File: config.mk
export PLATFORM = sky130hd
export DESIGN_NAME = rivm_top
export DESIGN_NICKNAME = d
export VERILOG_FILES = /design/src/hdl/rivm_pkg.sv /design/src/hdl/rivm_prio_enc.sv /design/src/hdl/rivm_top.sv
export VERILOG_INCLUDE_DIRS = /design/src /design/src/hdl
export SDC_FILE = /design/constraint.sdc
export NUM_CORES = 1
export LEC_CHECK = 0
export ABC_CLOCK_PERIOD_IN_PS = 4100
export BUFFER_PORTS_ARGS = -buffer_cell sky130_fd_sc_hd__buf_4
export CORE_MARGIN = 2
export CORE_UTILIZATION = 43
export DETAILED_ROUTE_END_ITERATION = 16
export GPL_ROUTABILITY_DRIVEN = 0
export GPL_TIMING_DRIVEN = 0
export PLACE_DENSITY = 0.69
export SLEW_MARGIN = 10
export SYNTH_ARGS = -nofsm -noshare
export SYNTH_HDL_FRONTEND = slang
export SYNTH_HIERARCHICAL = 1
export SYNTH_SLANG_ARGS = --single-unit
File: constraint.sdc
create_clock -name clock -period 4.1 [get_ports clock]
set_clock_uncertainty 0.2 [all_clocks]
set_input_delay 0.82 -clock clock [delete_from_list [all_inputs] [get_ports clock]]
set_output_delay 0.82 -clock clock [all_outputs]
set_load 0.005 [all_outputs]
File: src/hdl/rivm_params.svh
// constants for the reset and interrupt vector map
`ifndef RIVM_PARAMS_SVH
`define RIVM_PARAMS_SVH

`define RIVM_ADDR_W          16
`define RIVM_IDX_W           5
`define RIVM_NUM_IRQ         30
`define RIVM_APP_RESET_ADDR  16'h0000
`define RIVM_TABLE_OFS       16'h0002
`define RIVM_SLOT_WORDS      16'h0002
`define RIVM_FIRST_IRQ_VEC   5'h02
`define RIVM_FUSE_PROGRAMMED 1'h0

`endif

File: src/hdl/rivm_pkg.sv
// types shared by the vector map modules
`default_nettype none
`include "rivm_params.svh"

package rivm_pkg;

    typedef logic [`RIVM_ADDR_W-1:0] rivm_addr_t;
    typedef logic [`RIVM_IDX_W-1:0]  rivm_idx_t;

    typedef enum logic [1:0] {
        RIVM_ST_BOOT   = 2'h0,
        RIVM_ST_IDLE   = 2'h1,
        RIVM_ST_WAIT   = 2'h2,
        RIVM_ST_SETTLE = 2'h3
    } rivm_state_t;

endpackage : rivm_pkg
`default_nettype wire

File: src/hdl/rivm_prio_enc.sv
// lowest-index-first priority encoder over the interrupt requests
`timescale 1ns/100ps
`default_nettype none
`include "rivm_params.svh"

module rivm_prio_enc
    import rivm_pkg::*;
(
    // request lines, bit 0 is the lowest vector number
    input  wire logic [`RIVM_NUM_IRQ-1:0] req,
    // result
    output logic                          found,
    output rivm_idx_t                     index
);

    // walk from the top down so the lowest set bit is written last
    always_comb begin
        found = 1'b0;
        index = '0;
        for (int i = `RIVM_NUM_IRQ - 1; i >= 0; i--) begin
            if (req[i]) begin
                found = 1'b1;
                index = rivm_idx_t'(i);
            end
        end
    end

endmodule : rivm_prio_enc
`default_nettype wire

File: src/hdl/rivm_top.sv
// reset and interrupt vector address generation for the core fetch logic
`timescale 1ns/100ps
`default_nettype none
`include "rivm_params.svh"

// Behaviour
// RULE_01 - With the boot fuse unprogrammed every reset starts at 0x0000.
// RULE_02 - External requests 0..2 are vectors 2..4 at 0x0002..0x0006.
// RULE_03 - Pin-change requests 0..3 are vectors 5..8 at 0x0008..0x000E.
// RULE_04 - Watchdog is vector 9 at 0x0010, counter 2 events 10..12.
// RULE_05 - Counter 1 capture, match A, match B, wrap are vectors 13..16.
// RULE_06 - Counter 0 match A, match B and wrap are vectors 17..19.
// RULE_07 - The serial peripheral transfer done is vector 20 at 0x0026.
// RULE_08 - Serial port 0 receive, buffer empty, transmit are 21..23.
// RULE_09 - Comparator, converter, nv data, two-wire, store are 24..28.
// RULE_10 - Serial port 1 receive, buffer empty, transmit are 29..31.
// RULE_11 - With the boot fuse programmed reset starts at the boot address.
// RULE_12 - With table select set each vector is boot start plus its offset.
// RULE_13 - Reset follows only the fuse and the table only the select bit.
// RULE_14 - Fuse value 1 means unprogrammed and value 0 means programmed.
// RULE_15 - Among pending requests the lowest vector number is served first.
// RULE_16 - Vector n sits at the base plus two times n minus one.
module rivm_top
    import rivm_pkg::*;
(
    // clock and reset
    input  wire logic clock,
    input  wire logic nrst,
    // static configuration
    input  wire logic       boot_reset_fuse,
    input  wire logic       vector_table_select,
    input  wire rivm_addr_t boot_reset_addr,
    // core handshake
    input  wire logic global_irq_enable,
    input  wire logic irq_accept,
    // external and pin-change requests
    input  wire logic ext_request_0,
    input  wire logic ext_request_1,
    input  wire logic ext_request_2,
    input  wire logic pin_change_request_0,
    input  wire logic pin_change_request_1,
    input  wire logic pin_change_request_2,
    input  wire logic pin_change_request_3,
    // watchdog and counters
    input  wire logic watchdog_timeout_irq,
    input  wire logic counter2_match_a_irq,
    input  wire logic counter2_match_b_irq,
    input  wire logic counter2_wrap_irq,
    input  wire logic counter1_capture_irq,
    input  wire logic counter1_match_a_irq,
    input  wire logic counter1_match_b_irq,
    input  wire logic counter1_wrap_irq,
    input  wire logic counter0_match_a_irq,
    input  wire logic counter0_match_b_irq,
    input  wire logic counter0_wrap_irq,
    // serial and miscellaneous peripherals
    input  wire logic spi_transfer_done_irq,
    input  wire logic serial0_receive_done_irq,
    input  wire logic serial0_tx_buffer_empty_irq,
    input  wire logic serial0_transmit_done_irq,
    input  wire logic analog_compare_irq,
    input  wire logic conversion_done_irq,
    input  wire logic nv_data_ready_irq,
    input  wire logic two_wire_irq,
    input  wire logic program_store_ready_irq,
    input  wire logic serial1_receive_done_irq,
    input  wire logic serial1_tx_buffer_empty_irq,
    input  wire logic serial1_transmit_done_irq,
    // reset vector toward the core
    output rivm_addr_t reset_addr_q,
    output logic       reset_fetch_q,
    // interrupt vector toward the core
    output logic       irq_pending_q,
    output rivm_addr_t irq_addr_q,
    output rivm_idx_t  irq_num_q,
    output logic       irq_taken_q
);

    // request word, priority result and the address path to the core
    logic [`RIVM_NUM_IRQ-1:0] req_vec;
    logic                     req_found;
    rivm_idx_t                req_index;
    rivm_addr_t               table_base;
    rivm_addr_t               slot_ofs;
    rivm_addr_t               vec_addr;
    rivm_state_t              state_q;

    // bit k of the request word is vector k plus two, in table order
    // a new source needs its own slot here and a wider encoder
    assign req_vec = {
        serial1_transmit_done_irq,       // vector 31, see RULE_10
        serial1_tx_buffer_empty_irq,     // vector 30, see RULE_10
        serial1_receive_done_irq,        // vector 29, see RULE_10
        program_store_ready_irq,         // vector 28, see RULE_09
        two_wire_irq,                    // vector 27, see RULE_09
        nv_data_ready_irq,               // vector 26, see RULE_09
        conversion_done_irq,             // vector 25, see RULE_09
        analog_compare_irq,              // vector 24, see RULE_09
        serial0_transmit_done_irq,       // vector 23, see RULE_08
        serial0_tx_buffer_empty_irq,     // vector 22, see RULE_08
        serial0_receive_done_irq,        // vector 21, see RULE_08
        spi_transfer_done_irq,           // vector 20, see RULE_07
        counter0_wrap_irq,               // vector 19, see RULE_06
        counter0_match_b_irq,            // vector 18, see RULE_06
        counter0_match_a_irq,            // vector 17, see RULE_06
        counter1_wrap_irq,               // vector 16, see RULE_05
        counter1_match_b_irq,            // vector 15, see RULE_05
        counter1_match_a_irq,            // vector 14, see RULE_05
        counter1_capture_irq,            // vector 13, see RULE_05
        counter2_wrap_irq,               // vector 12, see RULE_04
        counter2_match_b_irq,            // vector 11, see RULE_04
        counter2_match_a_irq,            // vector 10, see RULE_04
        watchdog_timeout_irq,            // vector 9, see RULE_04
        pin_change_request_3,            // vector 8, see RULE_03
        pin_change_request_2,            // vector 7, see RULE_03
        pin_change_request_1,            // vector 6, see RULE_03
        pin_change_request_0,            // vector 5, see RULE_03
        ext_request_2,                   // vector 4, see RULE_02
        ext_request_1,                   // vector 3, see RULE_02
        ext_request_0                    // vector 2, see RULE_02
    };

    // lowest vector number wins when several are pending
    // the encoder is plain logic; its winner is registered below
    rivm_prio_enc u_prio (
        .req   (req_vec),
        .found (req_found),             // see RULE_15
        .index (req_index)
    );

    // table start moves with the select bit only, never with the fuse
    always_comb begin
        if (vector_table_select) begin
            table_base = boot_reset_addr + `RIVM_TABLE_OFS; // see RULE_12
        end else begin
            table_base = `RIVM_APP_RESET_ADDR + `RIVM_TABLE_OFS; // see RULE_13
        end
    end

    // two words per slot; index 0 is vector 2, the first after reset
    assign slot_ofs = rivm_addr_t'(req_index) * `RIVM_SLOT_WORDS; // see RULE_16
    assign vec_addr = table_base + slot_ofs;

    // sequencer: announce reset vector once, then serve requests
    always_ff @(posedge clock or negedge nrst) begin
        if (!nrst) begin
            state_q <= RIVM_ST_BOOT;
        end else begin
            case (state_q)
                // first cycle after release announces the reset vector
                RIVM_ST_BOOT: begin
                    state_q <= RIVM_ST_IDLE;
                end
                // nothing new is taken while the core masks interrupts
                RIVM_ST_IDLE: begin
                    if (global_irq_enable && req_found) begin
                        state_q <= RIVM_ST_WAIT;
                    end
                end
                // the offer stands until the core takes it
                RIVM_ST_WAIT: begin
                    if (irq_accept) begin
                        state_q <= RIVM_ST_SETTLE;
                    end
                end
                // one spare cycle lets the source drop its flag first
                RIVM_ST_SETTLE: begin
                    state_q <= RIVM_ST_IDLE;
                end
                default: begin
                    state_q <= RIVM_ST_IDLE;
                end
            endcase
        end
    end

    // fuse is sampled after reset release, never loaded by the reset itself
    // limitation: a fuse change after release waits for the next reset
    always_ff @(posedge clock or negedge nrst) begin
        if (!nrst) begin
            reset_addr_q  <= `RIVM_APP_RESET_ADDR;
            reset_fetch_q <= 1'b0;
        end else if (state_q == RIVM_ST_BOOT) begin
            reset_fetch_q <= 1'b1;
            if (boot_reset_fuse == `RIVM_FUSE_PROGRAMMED) begin // see RULE_14
                reset_addr_q <= boot_reset_addr;     // see RULE_11
            end else begin
                reset_addr_q <= `RIVM_APP_RESET_ADDR; // see RULE_01
            end
        end else begin
            reset_fetch_q <= 1'b0;
        end
    end

    // latch the winning vector so it stays still while the core decides
    // select is taken with the vector, so moving the table while a
    // vector is offered cannot bend the address the core will fetch
    always_ff @(posedge clock or negedge nrst) begin
        if (!nrst) begin
            irq_pending_q <= 1'b0;
            irq_addr_q    <= `RIVM_APP_RESET_ADDR;
            irq_num_q     <= '0;
        end else if (state_q == RIVM_ST_IDLE) begin
            if (global_irq_enable && req_found) begin
                irq_pending_q <= 1'b1;
                irq_addr_q    <= vec_addr;                        // see RULE_15
                irq_num_q     <= req_index + `RIVM_FIRST_IRQ_VEC; // see RULE_16
            end
        end else if (state_q == RIVM_ST_WAIT && irq_accept) begin
            irq_pending_q <= 1'b0;
        end
    end

    // acknowledge pulse; the source clears its flag on it
    // this pulse is the only clear hint; sources drop their own flags
    always_ff @(posedge clock or negedge nrst) begin
        if (!nrst) begin
            irq_taken_q <= 1'b0;
        end else begin
            irq_taken_q <= (state_q == RIVM_ST_WAIT) && irq_accept;
        end
    end

endmodule : rivm_top
`default_nettype wire

# [Word level (Yosys, flattened, before mapping)]
# Index checks and enable logic that the tools add are counted.
[classes] add_sub_neg=3 eq_ne=5 n_mux=69 n_reduce_logical=8
[ops] op="two-way mux 5 bit" n=30
[ops] op="two-way mux 1 bit" n=34
[ops] op="two-way mux 16 bit" n=2
[ops] op="adder 16 x 2 -> 16 bit, second input constant" n=1
[ops] op="adder 16 x 6 -> 16 bit" n=1
[ops] op="case mux 2 bit (3 select lines)" n=1
[ops] op="AND reduction 2 bit" n=3
[ops] op="adder 5 x 2 -> 5 bit, second input constant" n=1
[ops] op="== test 2 bit, second input constant" n=2
[ops] op="two-way mux 2 bit" n=2
[ops] op="== test 2 x 1 -> 1 bit, second input constant" n=1
[ops] op="logical AND 1 bit" n=2
[ops] op="logical NOT 2 bit" n=1
[ops] op="inequality test 2 x 1 -> 1 bit, second input constant" n=1
[ops] op="inequality test 2 bit, second input constant" n=1
[ops] op="nonzero test 2 bit" n=1
[ops] op="OR reduction 2 bit" n=1
[totals] ff_bits=42 inputBits=52 out_inout_bits=40 wordCells=92

# [Logic depth before layout (Yosys ltp)]
[depth] word_depth=33 ltp_mapped=14 mapped_depth_nobuf=14

# [By module]
# Netlist, hierarchy kept.
[modules_own_cells] mod="rivm_top" n_inst=1 cells_each=292 area_each_um2=2641.3 seq_area_each_um2=1051.0
[modules_own_cells] mod="rivm_prio_enc" n_inst=1 cells_each=64 area_each_um2=342.8 seq_area_each_um2=0.0

# [Worst setup path after synthesis]
# Ideal clock, no wire load.
[synth_timing] path_kind="in2reg" start="input spi_transfer_done_irq" end="register irq_addr_q[13]" setup_ps=132 arrival_time_ps=3254 required_ps=3768 slack_ps=514 path_stages=13 cell_sequence="or3_1 -> a211oi_1 -> o221ai_1 -> a221oi_2 -> ha_1 -> inv_1 -> fa_1 -> nor2b_1 -> o31a_1 -> o22ai_2 -> nor4_2 -> xnor2_1 -> o21ai_1"
[synth_rtl] element="start: declaration" line_no="rivm_top.sv:57" rtl="input wire logic spi_transfer_done_irq,"
[synth_rtl] element="two-way mux 5 bit (19 in a row)" line_no="rivm_prio_enc.sv:21" rtl="if (req[i]) begin"
[synth_rtl] element="net req_index[0]" line_no="rivm_top.sv:82" rtl="rivm_idx_t req_index;"
[synth_rtl] element="adder 16 x 6 -> 16 bit" line_no="rivm_top.sv:142" rtl="assign vec_addr = table_base + slot_ofs;"
[synth_rtl] element="end signal: assignment" line_no="rivm_top.sv:201" rtl="irq_addr_q <= `RIVM_APP_RESET_ADDR;"
[synth_rtl] element="end signal: assignment" line_no="rivm_top.sv:206" rtl="irq_addr_q <= vec_addr;"
[synth_rtl] element="end: declaration" line_no="rivm_top.sv:74" rtl="output rivm_addr_t irq_addr_q,"
# The timed path passes the listed nets, and every way through them passes these cells.
# A chain may end at the register's enable or synchronous reset.

# [Worst setup path in the final report]
# Ends and elaborated chain as after synthesis.

==> flow_summary.json <==
{
  "status": "completed",
  "syn_nets": 420,
  "finalCritPeriodShare_pct": 94.3,
  "ant_nets": 0,
  "core_area_um2": 6760,
  "yosysTopAreaCellShare_pct": 35.2,
  "postCtsHoldBufs": 0,
  "cap_violations": 0,
  "hold_viol": 0,
  "syn_area_per_cell_um2": 8.38,
  "final_area_um2": 3850,
  "die_x_um": 87.3,
  "antenna_found_initial": 0,
  "final_nets": 514,
  "use_met3_pct": 4.45,
  "post_cts_buffers": 0,
  "drt-initial-drc-count": 117,
  "crit_type": "in -> reg",
  "htreeDepth": 2,
  "final_core_util_pct": 57.0,
  "worstPathRequired_ns": 4.07,
  "critPathCaptureType": "flip-flop",
  "start_kind": "input port",
  "grt-ovfl-total": 0,
  "first_global_vias": 2809,
  "finalSetupViolCount": 0,
  "io_buffers": 87,
  "ctsRootBufferMaster": "clkbuf_8",
  "vias": 2924,
  "min_from": "irq_addr_q[6]$_DFFE_PN0P_",
  "ys_ff_latch": 42,
  "min_period_ns": 3.87,
  "clk_latency_ns": 0.30,
  "routed_wl_um": 7740,
  "busiest_layer": "met2",
  "holdPathEnd": "irq_addr_q[6]$_DFFE_PN0P_",
  "grt.total_usage_pct": 21.0,
  "rsz0062_at_grt": "false",
  "path_max_fanout": 5,
  "syn_area_um2": 2980,
  "r2r_end": "irq_addr_q[9]$_DFFE_PN0P_",
  "via_per_inst": 5.52,
  "synth-edff-count": 0,
  "numCtsBuffers": 5,
  "tightest_slew_ns": 0.722,
  "reg2reg_from": "state_q[1]$_DFFE_PN0P_",
  "synth-warning-count": 6,
  "cts.sinks": 42,
  "grt_use_met1_pct": 27.9,
  "finalMaxSlewViolations": 0,
  "grt_max_degree": 43,
  "fillers": 651,
  "cts_tree": "yes",
  "irDropWorstVdd_mv": 0.243,
  "fp-row-count": 30,
  "num_io_pins": 92,
  "synth_area_leaders": "dfrtp_1 35%, o21ai_0 6.0%, nand2_1 5.5%",
  "synth_cells": 356,
  "cts_max_path_buffers": 2,
  "drive_above_1_share_pct": 26.0,
  "ff2ff_path_depth": 6,
  "placed_area_um2": 3740,
  "ys_dominant_reg_cell": "dfrtp_1",
  "whs_path_depth": 2,
  "yosysUniqueCellTypes": 61,
  "dpl.hpwl_um": 6090,
  "fmax_mhz": 259,
  "r2r_setup_slack_ns": 2.05,
  "slew_headroom_pct": 51.7,
  "p_leak_nw": 1.75,
  "routedWlPerCell_um": 14.6,
  "clk_pin_slew_ns": 0.07,
  "ys_seq_area_share_pct": 35.2,
  "die_h_um": 87.3,
  "start_util_pct": 44.2,
  "use_met2_pct": 34.9,
  "power.density_nw_per_um2": 437,
  "async_reset_ff_share_pct": 100,
  "area_growth_pct": 29.0,
  "hp-class": "reg -> reg",
  "diodes": 0,
  "drt_pass1_iterations": 4,
  "drcViolationCount": 0,
  "grt_first_pass_wirelength_um": 12800,
  "synth_top_cell_by_area": "dfrtp_1",
  "ctsResizeCount": 0,
  "cp.arrival_ns": 3.84,
  "die_area_um2": 7620
}
-- worst max-delay path, cell delays in order --
cell and delay, ns:
buf_4 0.12, or3_1 0.37, a211oi_1 0.29, o221ai_1 0.22, a221oi_2 0.31, ha_1 0.25, inv_1 0.07, fa_1 0.39
nor2b_1 0.16, o31a_1 0.18, o22ai_2 0.14, nor4_2 0.27, xnor2_1 0.16, o21ai_1 0.07
-- report_power, final --
| group | internal, W | total [W] | switching (W) | leakage [nW] |
|---|---|---|---|---|
| Clock | 0.000195 | 0.000341 | 0.000146 | 0.0573 |
| Sequential | 0.000572 | 0.000657 | 0.0000842 | 0.539 |
| Combinational | 0.000340 | 0.000683 | 0.000343 | 1.16 |
-- sequential cells by signal, summed over array words and instances, names as in the netlist --
name,cells
reset_addr_q,16
state_q,2
irq_addr_q,16
reset_fetch_q,1
irq_num_q,5
irq_taken_q,1
irq_pending_q,1
-- how the worst max path moves through the flow --
stage,start,end,cells past startpoint
after floorplan,spi_transfer_done_irq,irq_addr_q[13]$_DFFE_PN0P_,13
after global placement,spi_transfer_done_irq,irq_addr_q[13]$_DFFE_PN0P_,14
after detailed placement,nv_data_ready_irq,irq_addr_q[12]$_DFFE_PN0P_,13
after CTS,nv_data_ready_irq,irq_addr_q[12]$_DFFE_PN0P_,13
after global routing,spi_transfer_done_irq,irq_addr_q[13]$_DFFE_PN0P_,14
final,spi_transfer_done_irq,irq_addr_q[13]$_DFFE_PN0P_,14
-- cells in the mapped netlist, drive strengths merged (3+ instances only) --
library cell   n
and2           5
xnor2          8
nor2b          3
dfrtp         42
clkbuf         9
xor2           5
a211oi         4
o21a           4
o31a           4
a21o           3
nand4          4
o21ai         42
nor2          23
a21oi         11
buf            5
nand3         12
o22ai          5
a31oi          5
and3           3
nor3          11
nand2b         3
nor4          13
nand3b        17
ha            11
inv           30
nand2         44
-- cell families (layout without fill, tap and decap cells) --
family | after synthesis | in the layout | synth area share (%)
DFF | 42 | 42 | 35.2
muxes | 2 | 2 | 0.671
adders and majority gates | 12 | 12 | 5.28
xor gates and xnor gates | 13 | 13 | 3.82
AOI/OAI and AO/OA | 94 | 94 | 20.2
buffers and inverters | 44 | 138 | 6.29
and+or+nand+nor | 149 | 149 | 28.5
-- area by class of cell --
type	count	area [µm²]	share of cell area, %
timing repair buffer	87	653	17.0
inverter	30	113	2.92
buffer	14	75.1	1.95
tap	80	100	2.60
sequential	42	1050	27.3
clock buffer	6	82.6	2.14
multi-input combinational	270	1750	45.3
clock inverter	1	30.0	0.780
-- layout by cell type (no fill, tap or decap), types with 9 or more instances in the layout --
master    instances
ha_1             11
nand3_1           9
o21ai_0          36
nand3b_1         17
dfrtp_1          42
a21oi_1          11
inv_1            30
nand2_1          44
buf_4            87
nor3_1           10
clkbuf_1          9
nor2_1           23
-- per-stage QoR --
stage	worst slack (ns)	power [W]	setup TNS (ns)	instances	hold WS, ns
after floorplan	0.514	0.000973	0	356	0.270
after global placement	-0.000936	0.00134	-0.000936	523	0.263
after detailed placement	-0.0475	0.00136	-0.0700	523	0.272
after CTS	0.253	0.00170	0	530	0.289
after global routing	0.00226	0.00181	0	530	0.309
final	0.235	0.00168	0	530	0.279
-- routing by layer --
metal  vias up  part of all wire [%]
met4         0                   1.1
met1      1371                    45
met5         -                     0
met3         8                   6.6
met2        87                    48
li1       1458                     -
No activity file was read; power rests on OpenSTA's default activity.
